File: src/logic/pamm_pkg.sv
package pamm_pkg;
   localparam int OPC_W = 32;
   localparam int ACC_W = 40;
   localparam int WORD_W = 16;
   localparam int EXT_W = 17;
   localparam int PROD_W = 32;
   localparam int NUM_TA = 8;
   localparam int TA_IDX_W = 3;
   // First opcode byte of the paired modify-and-multiply instruction
   localparam logic [7:0] OP_MUL_PAIR = 8'h82;
   // Instruction-specific selects supplied by the decoder
   localparam logic [2:0] CMD_NONE = 3'h0;
   // Low nibble of the two register-move encodings
   localparam logic [3:0] MOVE_NIB_A = 4'h1;
   localparam logic [3:0] MOVE_NIB_B = 4'h9;
   localparam logic [3:0] LOADP_NIB_A = 4'h5;
   localparam logic [3:0] LOADP_NIB_B = 4'hd;
   localparam logic [7:0] MOVE_HI = 8'h14;
   localparam logic [2:0] LOAD_D16_LEN = 3'h4;
   localparam logic [ACC_W-1:0] ACC_RESET = 40'h00_0000_0000;
   localparam logic [WORD_W-1:0] TA_RESET = 16'h0000;
   localparam logic [ACC_W-1:0] RND_BIAS = 40'h00_0000_8000;
   localparam logic [ACC_W-1:0] SAT_POS40 = 40'h7f_ffff_ffff;
   localparam logic [ACC_W-1:0] SAT_NEG40 = 40'h80_0000_0000;
   localparam logic [ACC_W-1:0] SAT_POS32 = 40'h00_7fff_ffff;
   localparam logic [ACC_W-1:0] SAT_NEG32 = 40'hff_8000_0000;
   localparam logic [PROD_W-1:0] MULTIPLY_SATURATION_BIT_POS = 32'h7fff_ffff;
   localparam logic [PROD_W-1:0] MULTIPLY_SATURATION_BIT_TRIG = 32'h4000_0000;

   typedef enum logic [2:0] {
      pamm_op_none = 3'b000,
      pamm_op_mpy = 3'b001,
      pamm_op_mas = 3'b011,
      pamm_op_modonly = 3'b010,
      pamm_op_move = 3'b110,
      pamm_op_loadp = 3'b111,
      pamm_op_loadd = 3'b101
   } pamm_op_type;

   typedef struct packed {
      logic fractional_mode_bit;
      logic wide_overflow_mode_bit;
      logic rounding_mode_bit;
      logic datapath_saturation_bit;
      logic multiply_saturation_bit;
      logic sign_extension_mode_bit;
   } pamm_status_type;

   typedef struct packed {
      logic [WORD_W-1:0] x_word;
      logic [WORD_W-1:0] y_word;
      logic [WORD_W-1:0] coef_word;
   } pamm_operands_type;

   typedef struct packed {
      logic upd_x;
      logic upd_y;
      logic upd_coef;
      logic [WORD_W-1:0] x_addr_nxt;
      logic [WORD_W-1:0] y_addr_nxt;
      logic [WORD_W-1:0] coef_addr_nxt;
   } pamm_aux_type;
endpackage

File: src/logic/pamm_mul.sv
module pamm_mul
   import pamm_pkg::*;
(
   input wire logic [WORD_W-1:0] y_word,
   input wire logic [WORD_W-1:0] coef_word,
   input wire logic uns_y,
   input wire logic uns_coef,
   input wire pamm_status_type status,
   output logic [ACC_W-1:0] product_ext
);
   logic [EXT_W-1:0] y_ext;
   logic [EXT_W-1:0] c_ext;
   logic signed [2*EXT_W-1:0] raw;
   logic [PROD_W-1:0] prod;
   logic multiply_saturation_bit_hit;

   always_comb begin
      // Unsigned operands zero extend, others follow the sign mode bit
      y_ext = (uns_y || !status.sign_extension_mode_bit) ? {1'b0, y_word}
         : {y_word[WORD_W-1], y_word};
      c_ext = (uns_coef || !status.sign_extension_mode_bit) ? {1'b0, coef_word}
         : {coef_word[WORD_W-1], coef_word};
      raw = $signed(y_ext) * $signed(c_ext);
      if (status.fractional_mode_bit) begin
         prod = {raw[PROD_W-2:0], 1'b0};
      end else begin
         prod = raw[PROD_W-1:0];
      end
      // With both operands sign extended, only -1 * -1 in fractional mode can leave the 32-bit product range
      multiply_saturation_bit_hit = status.multiply_saturation_bit && status.fractional_mode_bit
         && !uns_y && !uns_coef && (raw[PROD_W-1:0] == MULTIPLY_SATURATION_BIT_TRIG);
      if (multiply_saturation_bit_hit) begin
         prod = MULTIPLY_SATURATION_BIT_POS;
      end
      product_ext = {{(ACC_W-PROD_W){prod[PROD_W-1]}}, prod};
   end
endmodule // pamm_mul

File: src/logic/pamm_path.sv
// Contract
// - Aux register update and multiply finish together in one cycle.
// - Aux update comes from the first dual operand's addressing.
// - Coefficient operand is fetched via coefficient pointer addressing.
// - Both multiplier inputs widen to 17 bits, method chosen per operand.
// - Unsigned qualifier zero extends the operand to 17 bits.
// - Without unsigned qualifier, sign extend under the sign mode bit.
// - Fractional mode shifts the product left by one bit.
// - Product overflow handling follows the multiply saturation bit.
// - Multiply-subtract subtracts the 40-bit extended product from source.
// - Plain multiply puts the 40-bit extended product in the accumulator.
// - Round qualifier rounds per rounding mode; otherwise no rounding.
// - Overflow detection per wide mode bit sets accumulator overflow flag.
// - Overflowed result saturates when datapath saturation bit is set.
// - The 40 qualifier forces wide mode for one instruction only.
// - Aux-modify-only forms update each of three address units alone.
// - Paired multiply instruction decodes from first byte 10000010.
// - Address register moves and loads run in address phase, no memory.
// - Program-label load writes an 8-bit unsigned value to target register.
// - Data-address load writes a signed 16-bit constant to target register.
// - Data-address load is 4 bytes, one cycle, never parallel enabled.
// - Register move has final nibble 0001 or 1001 by pair position.
module pamm_path
   import pamm_pkg::*;
(
   input wire logic clock,
   input wire logic rst,
   input wire logic instr_valid,
   input wire logic [OPC_W-1:0] instr_word,
   input wire logic [2:0] instr_len,
   input wire logic parallel_enable,
   input wire pamm_op_type decoded_op,
   input wire logic uns_y,
   input wire logic uns_coef,
   input wire logic round_q,
   input wire logic wide_q,
   input wire logic [1:0] acc_sel,
   input wire logic [TA_IDX_W-1:0] src_ta,
   input wire logic [TA_IDX_W-1:0] dst_ta,
   input wire logic [7:0] program_label_operand,
   input wire logic [WORD_W-1:0] data_address_constant,
   input wire pamm_status_type status,
   input wire pamm_operands_type operands,
   input wire pamm_aux_type aux_in,
   input wire logic [WORD_W-1:0] coefficient_pointer,
   output logic [WORD_W-1:0] coef_fetch_addr,
   output logic [WORD_W-1:0] x_aux_r,
   output logic [WORD_W-1:0] y_aux_r,
   output logic [WORD_W-1:0] coef_aux_r,
   output logic [ACC_W-1:0] acc0_r,
   output logic [ACC_W-1:0] acc1_r,
   output logic [ACC_W-1:0] acc2_r,
   output logic [ACC_W-1:0] acc3_r,
   output logic [3:0] accumulator_overflow_flag_r,
   output logic [WORD_W-1:0] ta_out_r,
   output logic illegal_r,
   output logic data_mem_access
);
   logic [ACC_W-1:0] acc_mem [4];
   logic [WORD_W-1:0] ta_r [NUM_TA];
   logic [ACC_W-1:0] source_accumulator;
   logic [ACC_W-1:0] product_ext;
   logic [ACC_W:0] sum;
   logic [ACC_W:0] rounded;
   logic [ACC_W-1:0] result_nxt;
   logic ovf;
   logic wide_eff;
   logic is_mul;
   logic mul_ok;
   logic ta_ok;
   logic ta_write;
   logic [WORD_W-1:0] ta_nxt;
   logic illegal_nxt;

   // The coefficient fetch address always comes from the coefficient pointer
   assign coef_fetch_addr = coefficient_pointer;
   // Address-phase forms never touch data memory
   assign data_mem_access = instr_valid && is_mul;

   assign is_mul = (decoded_op == pamm_op_mpy) || (decoded_op == pamm_op_mas);
   assign mul_ok = is_mul && (instr_word[OPC_W-1:OPC_W-8] == OP_MUL_PAIR);

   always_comb begin
      source_accumulator = acc_mem[acc_sel];
   end

   pamm_mul u_mul (
      .y_word(operands.y_word),
      .coef_word(operands.coef_word),
      .uns_y(uns_y),
      .uns_coef(uns_coef),
      .status(status),
      .product_ext(product_ext)
   );

   always_comb begin
      wide_eff = status.wide_overflow_mode_bit || wide_q;
      if (decoded_op == pamm_op_mas) begin
         sum = {source_accumulator[ACC_W-1], source_accumulator}
            - {product_ext[ACC_W-1], product_ext};
      end else begin
         sum = {product_ext[ACC_W-1], product_ext};
      end
      rounded = sum;
      if (round_q) begin
         rounded = sum + {RND_BIAS[ACC_W-1], RND_BIAS};
         // Round-to-nearest-even when the rounding mode bit asks for it
         if (status.rounding_mode_bit && (sum[15:0] == 16'h8000)) begin
            rounded[16] = 1'b0;
         end
         rounded[15:0] = 16'h0000;
      end
      if (wide_eff) begin
         ovf = rounded[ACC_W] != rounded[ACC_W-1];
      end else begin
         ovf = rounded[ACC_W] != rounded[31] || rounded[ACC_W-1:31] != {9{rounded[31]}};
      end
      result_nxt = rounded[ACC_W-1:0];
      if (ovf && status.datapath_saturation_bit) begin
         if (wide_eff) begin
            result_nxt = rounded[ACC_W] ? SAT_NEG40 : SAT_POS40;
         end else begin
            result_nxt = rounded[ACC_W] ? SAT_NEG32 : SAT_POS32;
         end
      end
   end

   // Accumulator write-back into the source accumulator
   always_ff @(posedge clock) begin
      if (rst) begin
         for (int i = 0; i < 4; i++) begin
            acc_mem[i] <= ACC_RESET;
         end
      end else if (instr_valid && mul_ok) begin
         acc_mem[acc_sel] <= result_nxt;
      end
   end

   assign acc0_r = acc_mem[0];
   assign acc1_r = acc_mem[1];
   assign acc2_r = acc_mem[2];
   assign acc3_r = acc_mem[3];

   // Sticky overflow flags; only reset clears them, there is no clear input
   always_ff @(posedge clock) begin
      if (rst) begin
         accumulator_overflow_flag_r <= 4'h0;
      end else if (instr_valid && mul_ok && ovf) begin
         accumulator_overflow_flag_r[acc_sel] <= 1'b1;
      end
   end

   // Aux register updates; paired multiply updates x_aux_r in the same edge as the accumulator write
   always_ff @(posedge clock) begin
      if (rst) begin
         x_aux_r <= TA_RESET;
         y_aux_r <= TA_RESET;
         coef_aux_r <= TA_RESET;
      end else if (instr_valid) begin
         if (mul_ok) begin
            x_aux_r <= aux_in.x_addr_nxt;
         end else if (decoded_op == pamm_op_modonly) begin
            if (aux_in.upd_x) begin
               x_aux_r <= aux_in.x_addr_nxt;
            end
            if (aux_in.upd_y) begin
               y_aux_r <= aux_in.y_addr_nxt;
            end
            if (aux_in.upd_coef) begin
               coef_aux_r <= aux_in.coef_addr_nxt;
            end
         end
      end
   end

   // Address-register move and load forms
   always_comb begin
      ta_write = 1'b0;
      ta_ok = 1'b0;
      ta_nxt = TA_RESET;
      unique case (decoded_op)
         pamm_op_move: begin
            ta_ok = (instr_word[OPC_W-1:OPC_W-7] == MOVE_HI[7:1])
               && (instr_word[11:8] == MOVE_NIB_A || instr_word[11:8] == MOVE_NIB_B);
            ta_nxt = ta_r[src_ta];
         end
         pamm_op_loadp: begin
            ta_ok = 1'b1;
            ta_nxt = {8'h00, program_label_operand};
         end
         pamm_op_loadd: begin
            // Long form: four bytes and no parallel pairing
            ta_ok = (instr_len == LOAD_D16_LEN) && !parallel_enable;
            ta_nxt = data_address_constant;
         end
         default: begin
            ta_ok = 1'b0;
         end
      endcase
      ta_write = instr_valid && ta_ok;
      illegal_nxt = instr_valid && (
         (is_mul && !mul_ok)
         || ((decoded_op == pamm_op_move || decoded_op == pamm_op_loadd) && !ta_ok));
   end

   always_ff @(posedge clock) begin
      if (rst) begin
         for (int i = 0; i < NUM_TA; i++) begin
            ta_r[i] <= TA_RESET;
         end
      end else if (ta_write) begin
         ta_r[dst_ta] <= ta_nxt;
      end
   end

   always_ff @(posedge clock) begin
      if (rst) begin
         ta_out_r <= TA_RESET;
      end else if (ta_write) begin
         ta_out_r <= ta_nxt;
      end
   end

   always_ff @(posedge clock) begin
      if (rst) begin
         illegal_r <= 1'b0;
      end else begin
         illegal_r <= illegal_nxt;
      end
   end
endmodule // pamm_path

File: config.mk
export PLATFORM = sky130hd
export DESIGN_NAME = pamm_path
export DESIGN_NICKNAME = d
export VERILOG_FILES = /design/src/logic/pamm_pkg.sv /design/src/logic/pamm_mul.sv /design/src/logic/pamm_path.sv
export SDC_FILE = /design/constraint.sdc
export NUM_CORES = 2
export LEC_CHECK = 0
export BUFFER_PORTS_ARGS = -buffer_cell sky130_fd_sc_hd__buf_2
export CAP_MARGIN = 20
export CORE_ASPECT_RATIO = 0.6
export CORE_MARGIN = 2
export CORE_UTILIZATION = 58
export CTS_BUF_LIST = sky130_fd_sc_hd__clkbuf_4 sky130_fd_sc_hd__clkbuf_8 sky130_fd_sc_hd__clkbuf_16
export CTS_CLUSTER_DIAMETER = 60
export DETAILED_ROUTE_END_ITERATION = 7
export GPL_TIMING_DRIVEN = 0
export PLACE_DENSITY = 0.81
export SLEW_MARGIN = 5
export SYNTH_ARGS = -nofsm -noshare
export SYNTH_HDL_FRONTEND = slang
export SYNTH_HIERARCHICAL = 1
export SYNTH_SLANG_ARGS = --single-unit
File: constraint.sdc
create_clock -name clock -period 14.55 [get_ports clock]
set_input_delay 1.455 -clock clock [delete_from_list [all_inputs] [get_ports clock]]
set_output_delay 1.455 -clock clock [all_outputs]
set_load 0.05 [all_outputs]
* Word level (Yosys, flattened, before mapping)
Memory sizes are Yosys's and may differ from the RTL's.
Index checks and enable logic that the tools add are counted.
** Operators by class
- Add/subtract/negate cells :: 2
- $mul :: 1
- $lt $le $gt $ge :: 2
- Equal/unequal tests :: 16
- Multiplexer cells :: 33
- Bitwise logic cells :: 2
- Reductions and logical operators :: 38
** Operator list (count)
- two-way mux 40 bit :: 5
- two-way mux 41 bit :: 2
- two-way mux 16 bit :: 4
- two-way mux 32 bit :: 2
- case mux 16 bit (3 select lines) :: 1
- adder 41 x 16 -> 41 bit (second input constant) :: 1
- subtractor 40 x 32 -> 41 bit :: 1
- OR reduction 40 bit :: 1
- two-way mux 17 bit :: 2
- equality test 32 x 31 -> 1 bit (second input constant) :: 1
- multiplier 17 x 17 -> 32 bit :: 1
- logical AND 1 bit :: 17
- equality test 16 bit (second input constant) :: 1
- OR reduction 16 bit :: 1
- two-way mux 1 bit :: 13
- equality test 3 bit (second input constant) :: 4
- equality test 8 bit (second input constant) :: 1
- logical OR 1 bit :: 8
- inequality test 8 bit :: 1
- AND reduction 4 bit :: 2
- equality test 7 x 4 -> 1 bit (second input constant) :: 1
- equality test 3 x 2 -> 1 bit (second input constant) :: 2
- logical NOT 1 bit :: 6
- equality test 4 x 1 -> 1 bit (second input constant) :: 1
- 13 further kinds :: 15
** Storage, ports and cells
- Flip-flop bits (word level) :: 69
- Bits in writable memories :: 288
- Input port bits :: 199
- Word-level logic and storage cells :: 102
- Memories kept :: 2
** Memory list
- acc_mem :: words 4, width 40, rd ports 5, clocked after Yosys merged registers in 0, write ports 4, RTL line pamm_path.sv:59 : logic [ACC_W-1:0] acc_mem [4];
- ta_r :: words 8, width 16, rd ports 1, clocked after Yosys merged registers in 0, write ports 8, RTL line pamm_path.sv:60 : logic [WORD_W-1:0] ta_r [NUM_TA];

* Longest topological paths before layout
- Word-level depth :: 19
- Mapped depth :: 51
- Depth with buffers taken out :: 42

* Modules after synthesis
The synthesis kept the hierarchy.
** By module, submodules not included
- pamm_path :: times used 1, cells each 1823, area an instance 20223.1 um^2
- pamm_mul :: times used 1, cells each 1351, area an instance 11522.3 um^2

* Least setup slack after synthesis
No wires, ideal clock.
- Path kind :: input to register
- Start point :: input uns_y
- End point :: memory acc_mem[1][27], data pin
- Library setup time :: 203 ps
- Arrival time :: 12773 ps
- Setup slack :: 1574 ps
- Stages :: 45
- Buffers on the path :: 7
- Path through :: and3b_1 > clkbuf_1 > clkbuf_1 > nand2_1 > fa_1 > inv_1 > fa_1 > inv_1 > fa_1 > inv_1 > fa_1 > fa_1 > fa_1 > ha_1 > a21o_1 > a221oi_1 > nor2b_1 > nor3_1 > (+9 left out) > a211oi_2 > o21ai_1 > a21boi_0 > o31ai_1 > ha_1 > nand2_1 > nor3b_1 > o2111ai_1 > or3_1 > buf_2 > o31a_1 > or2_0 > clkbuf_1 > o41ai_2 > a21oi_1 > clkbuf_1 > buf_2 > a2111oi_1
** RTL lines
- from (decl) :: RTL line pamm_path.sv:33 : input wire logic uns_y,
- to (decl) :: RTL line pamm_path.sv:59

==> flow_summary.yaml <==
clocking:
  cts_root_buffer: "clkbuf_16"
  cts_htree_levels: 1
  clk_path_buf_depth: 3
  numCtsBuffers: 30
  numClockSinks: 357
  cts_hold_buf: 0
  cts_tree: "built"
  clk_latency_ns: 0.61
  clk_pin_slew_ns: 0.07
synth:
  ys_types: 88
  synth_cells: 3174
  synth_ff_type: "edfxtp_1"
  synth-async-reset-ratio: 0
  avgSynthCellArea_um2: 10.00
  yosysWarnings: 6
  ys_ff_latch: 357
  synth_nets: 3781
  syn-cell-area_mm2: 0.03175
  synth-edff-count: 288
  seq_area_frac_synth: 0.3159
die:
  die_w_um: 306.0
  die_h_um: 185.2
  ioPinCount: 445
  initial_utilization: 0.5869
  core_area_mm2: 0.05409
  rows: 66
  die-area_mm2: 0.05668
global_route:
  gr-total-overflow: 0
  antenna_found_initial: 3
  grt_busiest_layer: "met1"
  use_met1: 0.5931
  grt_pass1_wl_um: 168400
  met2_usage: 0.5331
  met3_usage: 0.1540
  grt_util_all_layers: 0.3995
  grt_pass1_vias: 26840
  grt_max_degree: 25
timing:
  slew_headroom: 0.1762
  min_period_ns: 14.40
  min_period_over_period: 0.9894
  setup_tns_ns: 0
  clock.fmax_mhz: 69.46
  setup_viol: 0
  worst_pin_slew_ns: 1.236
  skew_ns: 0.01536
  slew_violations: 0
  hold_violations: 0
critical_path:
  cp.buffers_inverters: 9
  cpPeakStageDelay_ns: 1.00
  critPathLaunchType: "input pin"
  required_ns: 14.88
  cpMaxStageDelayCell: "a2111oi_0"
  path_class: "in -> reg"
  end_kind: "flop"
  path_delay_family: "compound AO/OA/AOI/OAI gates"
  regToRegStartpoint: "acc_mem[2][22]"
  crit_start: "operands[31]"
  cpMostUsedCell: "fa_1"
  critical_path.max_fanout: 10
  cp.arrival_ns: 14.73
cells_and_area:
  fin_util: 0.6704
  final_cell_area_mm2: 0.03626
  final_common_cell: "buf_2"
  nets: 4207
  final_cell_mix: "buf_2, nand2_1, inv_1, edfxtp_1, fa_1"
  drive_above_1_share: 0.2180
  syn_to_final_growth_pct: 14.23
detailed_routing:
  antenna_left: 0
  routedWlPerCell_um: 26.37
  vias_per_cell: 6.516
  drc: 0
  first_pass_iters: 6
  num_vias: 28290
  finalWirelength_um: 114500
  drt_iter0_markers: 4342
run_status:
  status: "finished clean"
min_path:
  worstHoldStart: "coef_aux_r[5]"
  hp-class: "reg -> reg"
placed_design:
  place_hpwl_um: 90440
  port_buffers: 376
  place_area_mm2: 0.03470
  gp_congestion: 1.041
job:
  cap_violations: 0
-- final cells by class --
cell class	count	area (µm²)
multi-input combinational	2236	19800
fill	4245	17830
sequential	357	10030
timing repair buffer	400	2165
inverter	354	1333
buffer	221	1065
tap	714	893.4
clock buffer	39	837.1
clock inverter	17	131.4
antenna	3	7.507
-- path summary, 6_finish.rpt --
path,end,slack [ns],cells after the start
max,acc_mem[2][18],0.15,41
min,coef_aux_r[5],0.45,2
max reg2reg,acc_mem[2][18],7.60,17
min reg2reg,coef_aux_r[5],0.45,2
-- Yosys cell counts, types with 15 or more instances --
master     number  share of area
nand2_1       385          0.046
inv_1         354          0.042
edfxtp_1      288           0.27
fa_1          283           0.18
nor2_1        271          0.032
a21oi_1       166          0.026
clkbuf_1      152          0.018
and2_1        129          0.025
ha_1          125          0.049
o21ai_0        90          0.014
mux4_2         72          0.051
dfxtp_1        69          0.044
a2111oi_2      67          0.032
a211oi_1       53          0.013
nand3_1        47         0.0074
mux2i_1        42          0.013
xnor2_1        42          0.012
nor3_1         32         0.0050
buf_4          28         0.0066
buf_2          27         0.0043
a2111oi_0      25         0.0069
xor2_1         25         0.0069
nand2b_1       24         0.0047
o211ai_1       24         0.0057
a21o_1         23         0.0054
nand4_1        22         0.0043
or2_2          21         0.0041
and3_1         16         0.0032
buf_1          16         0.0019
o21a_1         15         0.0035
o31ai_1        15         0.0035
-- metrics by stage --
stage / instances / setup WS [ns] / hold slack [ns]
final: 4341 / 0.1539 / 0.4541
after global routing: 4338 / -0.1206 / 0.4740
after CTS: 4327 / 0.01386 / 0.4565
after detailed placement: 4272 / -2.529 / 0.4466
after global placement: 4264 / -2.964 / 0.4395
after floorplan: 3174 / 1.574 / 0.6753
-- per-layer routing --
layer  part of all wire  up-vias
li1                   -    11890
met3               0.17      314
met2               0.40     2315
met1               0.40    13770
met5            0.00050        -
met4              0.038        2
-- tightest hold or removal path, delay by kind of cell (launching register included) --
family	cells	cell delay [ns]
AO/OA/AOI/OAI	1	0.05
flip-flops	1	0.31
AND/OR/NAND/NOR	1	0.05
-- cells by family after synthesis --
group           after synthesis  synth area share
xor+xnor                     67           0.01848
mux                         115           0.06468
fa+ha+maj                   408            0.2277
compound gates              616            0.1478
flops                       357            0.3159
buf+inv                     581           0.07402
simple gates               1030            0.1514
-- registers in the layout, indices dropped and copies added, names as in the netlist --
signal                       flops
illegal_r                        1
accumulator_overflow_flag_r      4
acc_mem                        160
x_aux_r                         16
ta_r                           128
y_aux_r                         16
coef_aux_r                      16
ta_out_r                        16
-- what timing repair did --
item                       in CTS  in global routing
buffers inserted                0                 12
setup endpoints to repair     160                160
gates resized for setup        51                 96
pin swaps                       1                 13
Power is not shown: default switching activity piles up to over one toggle a cycle in this logic, so the estimate is an artifact.
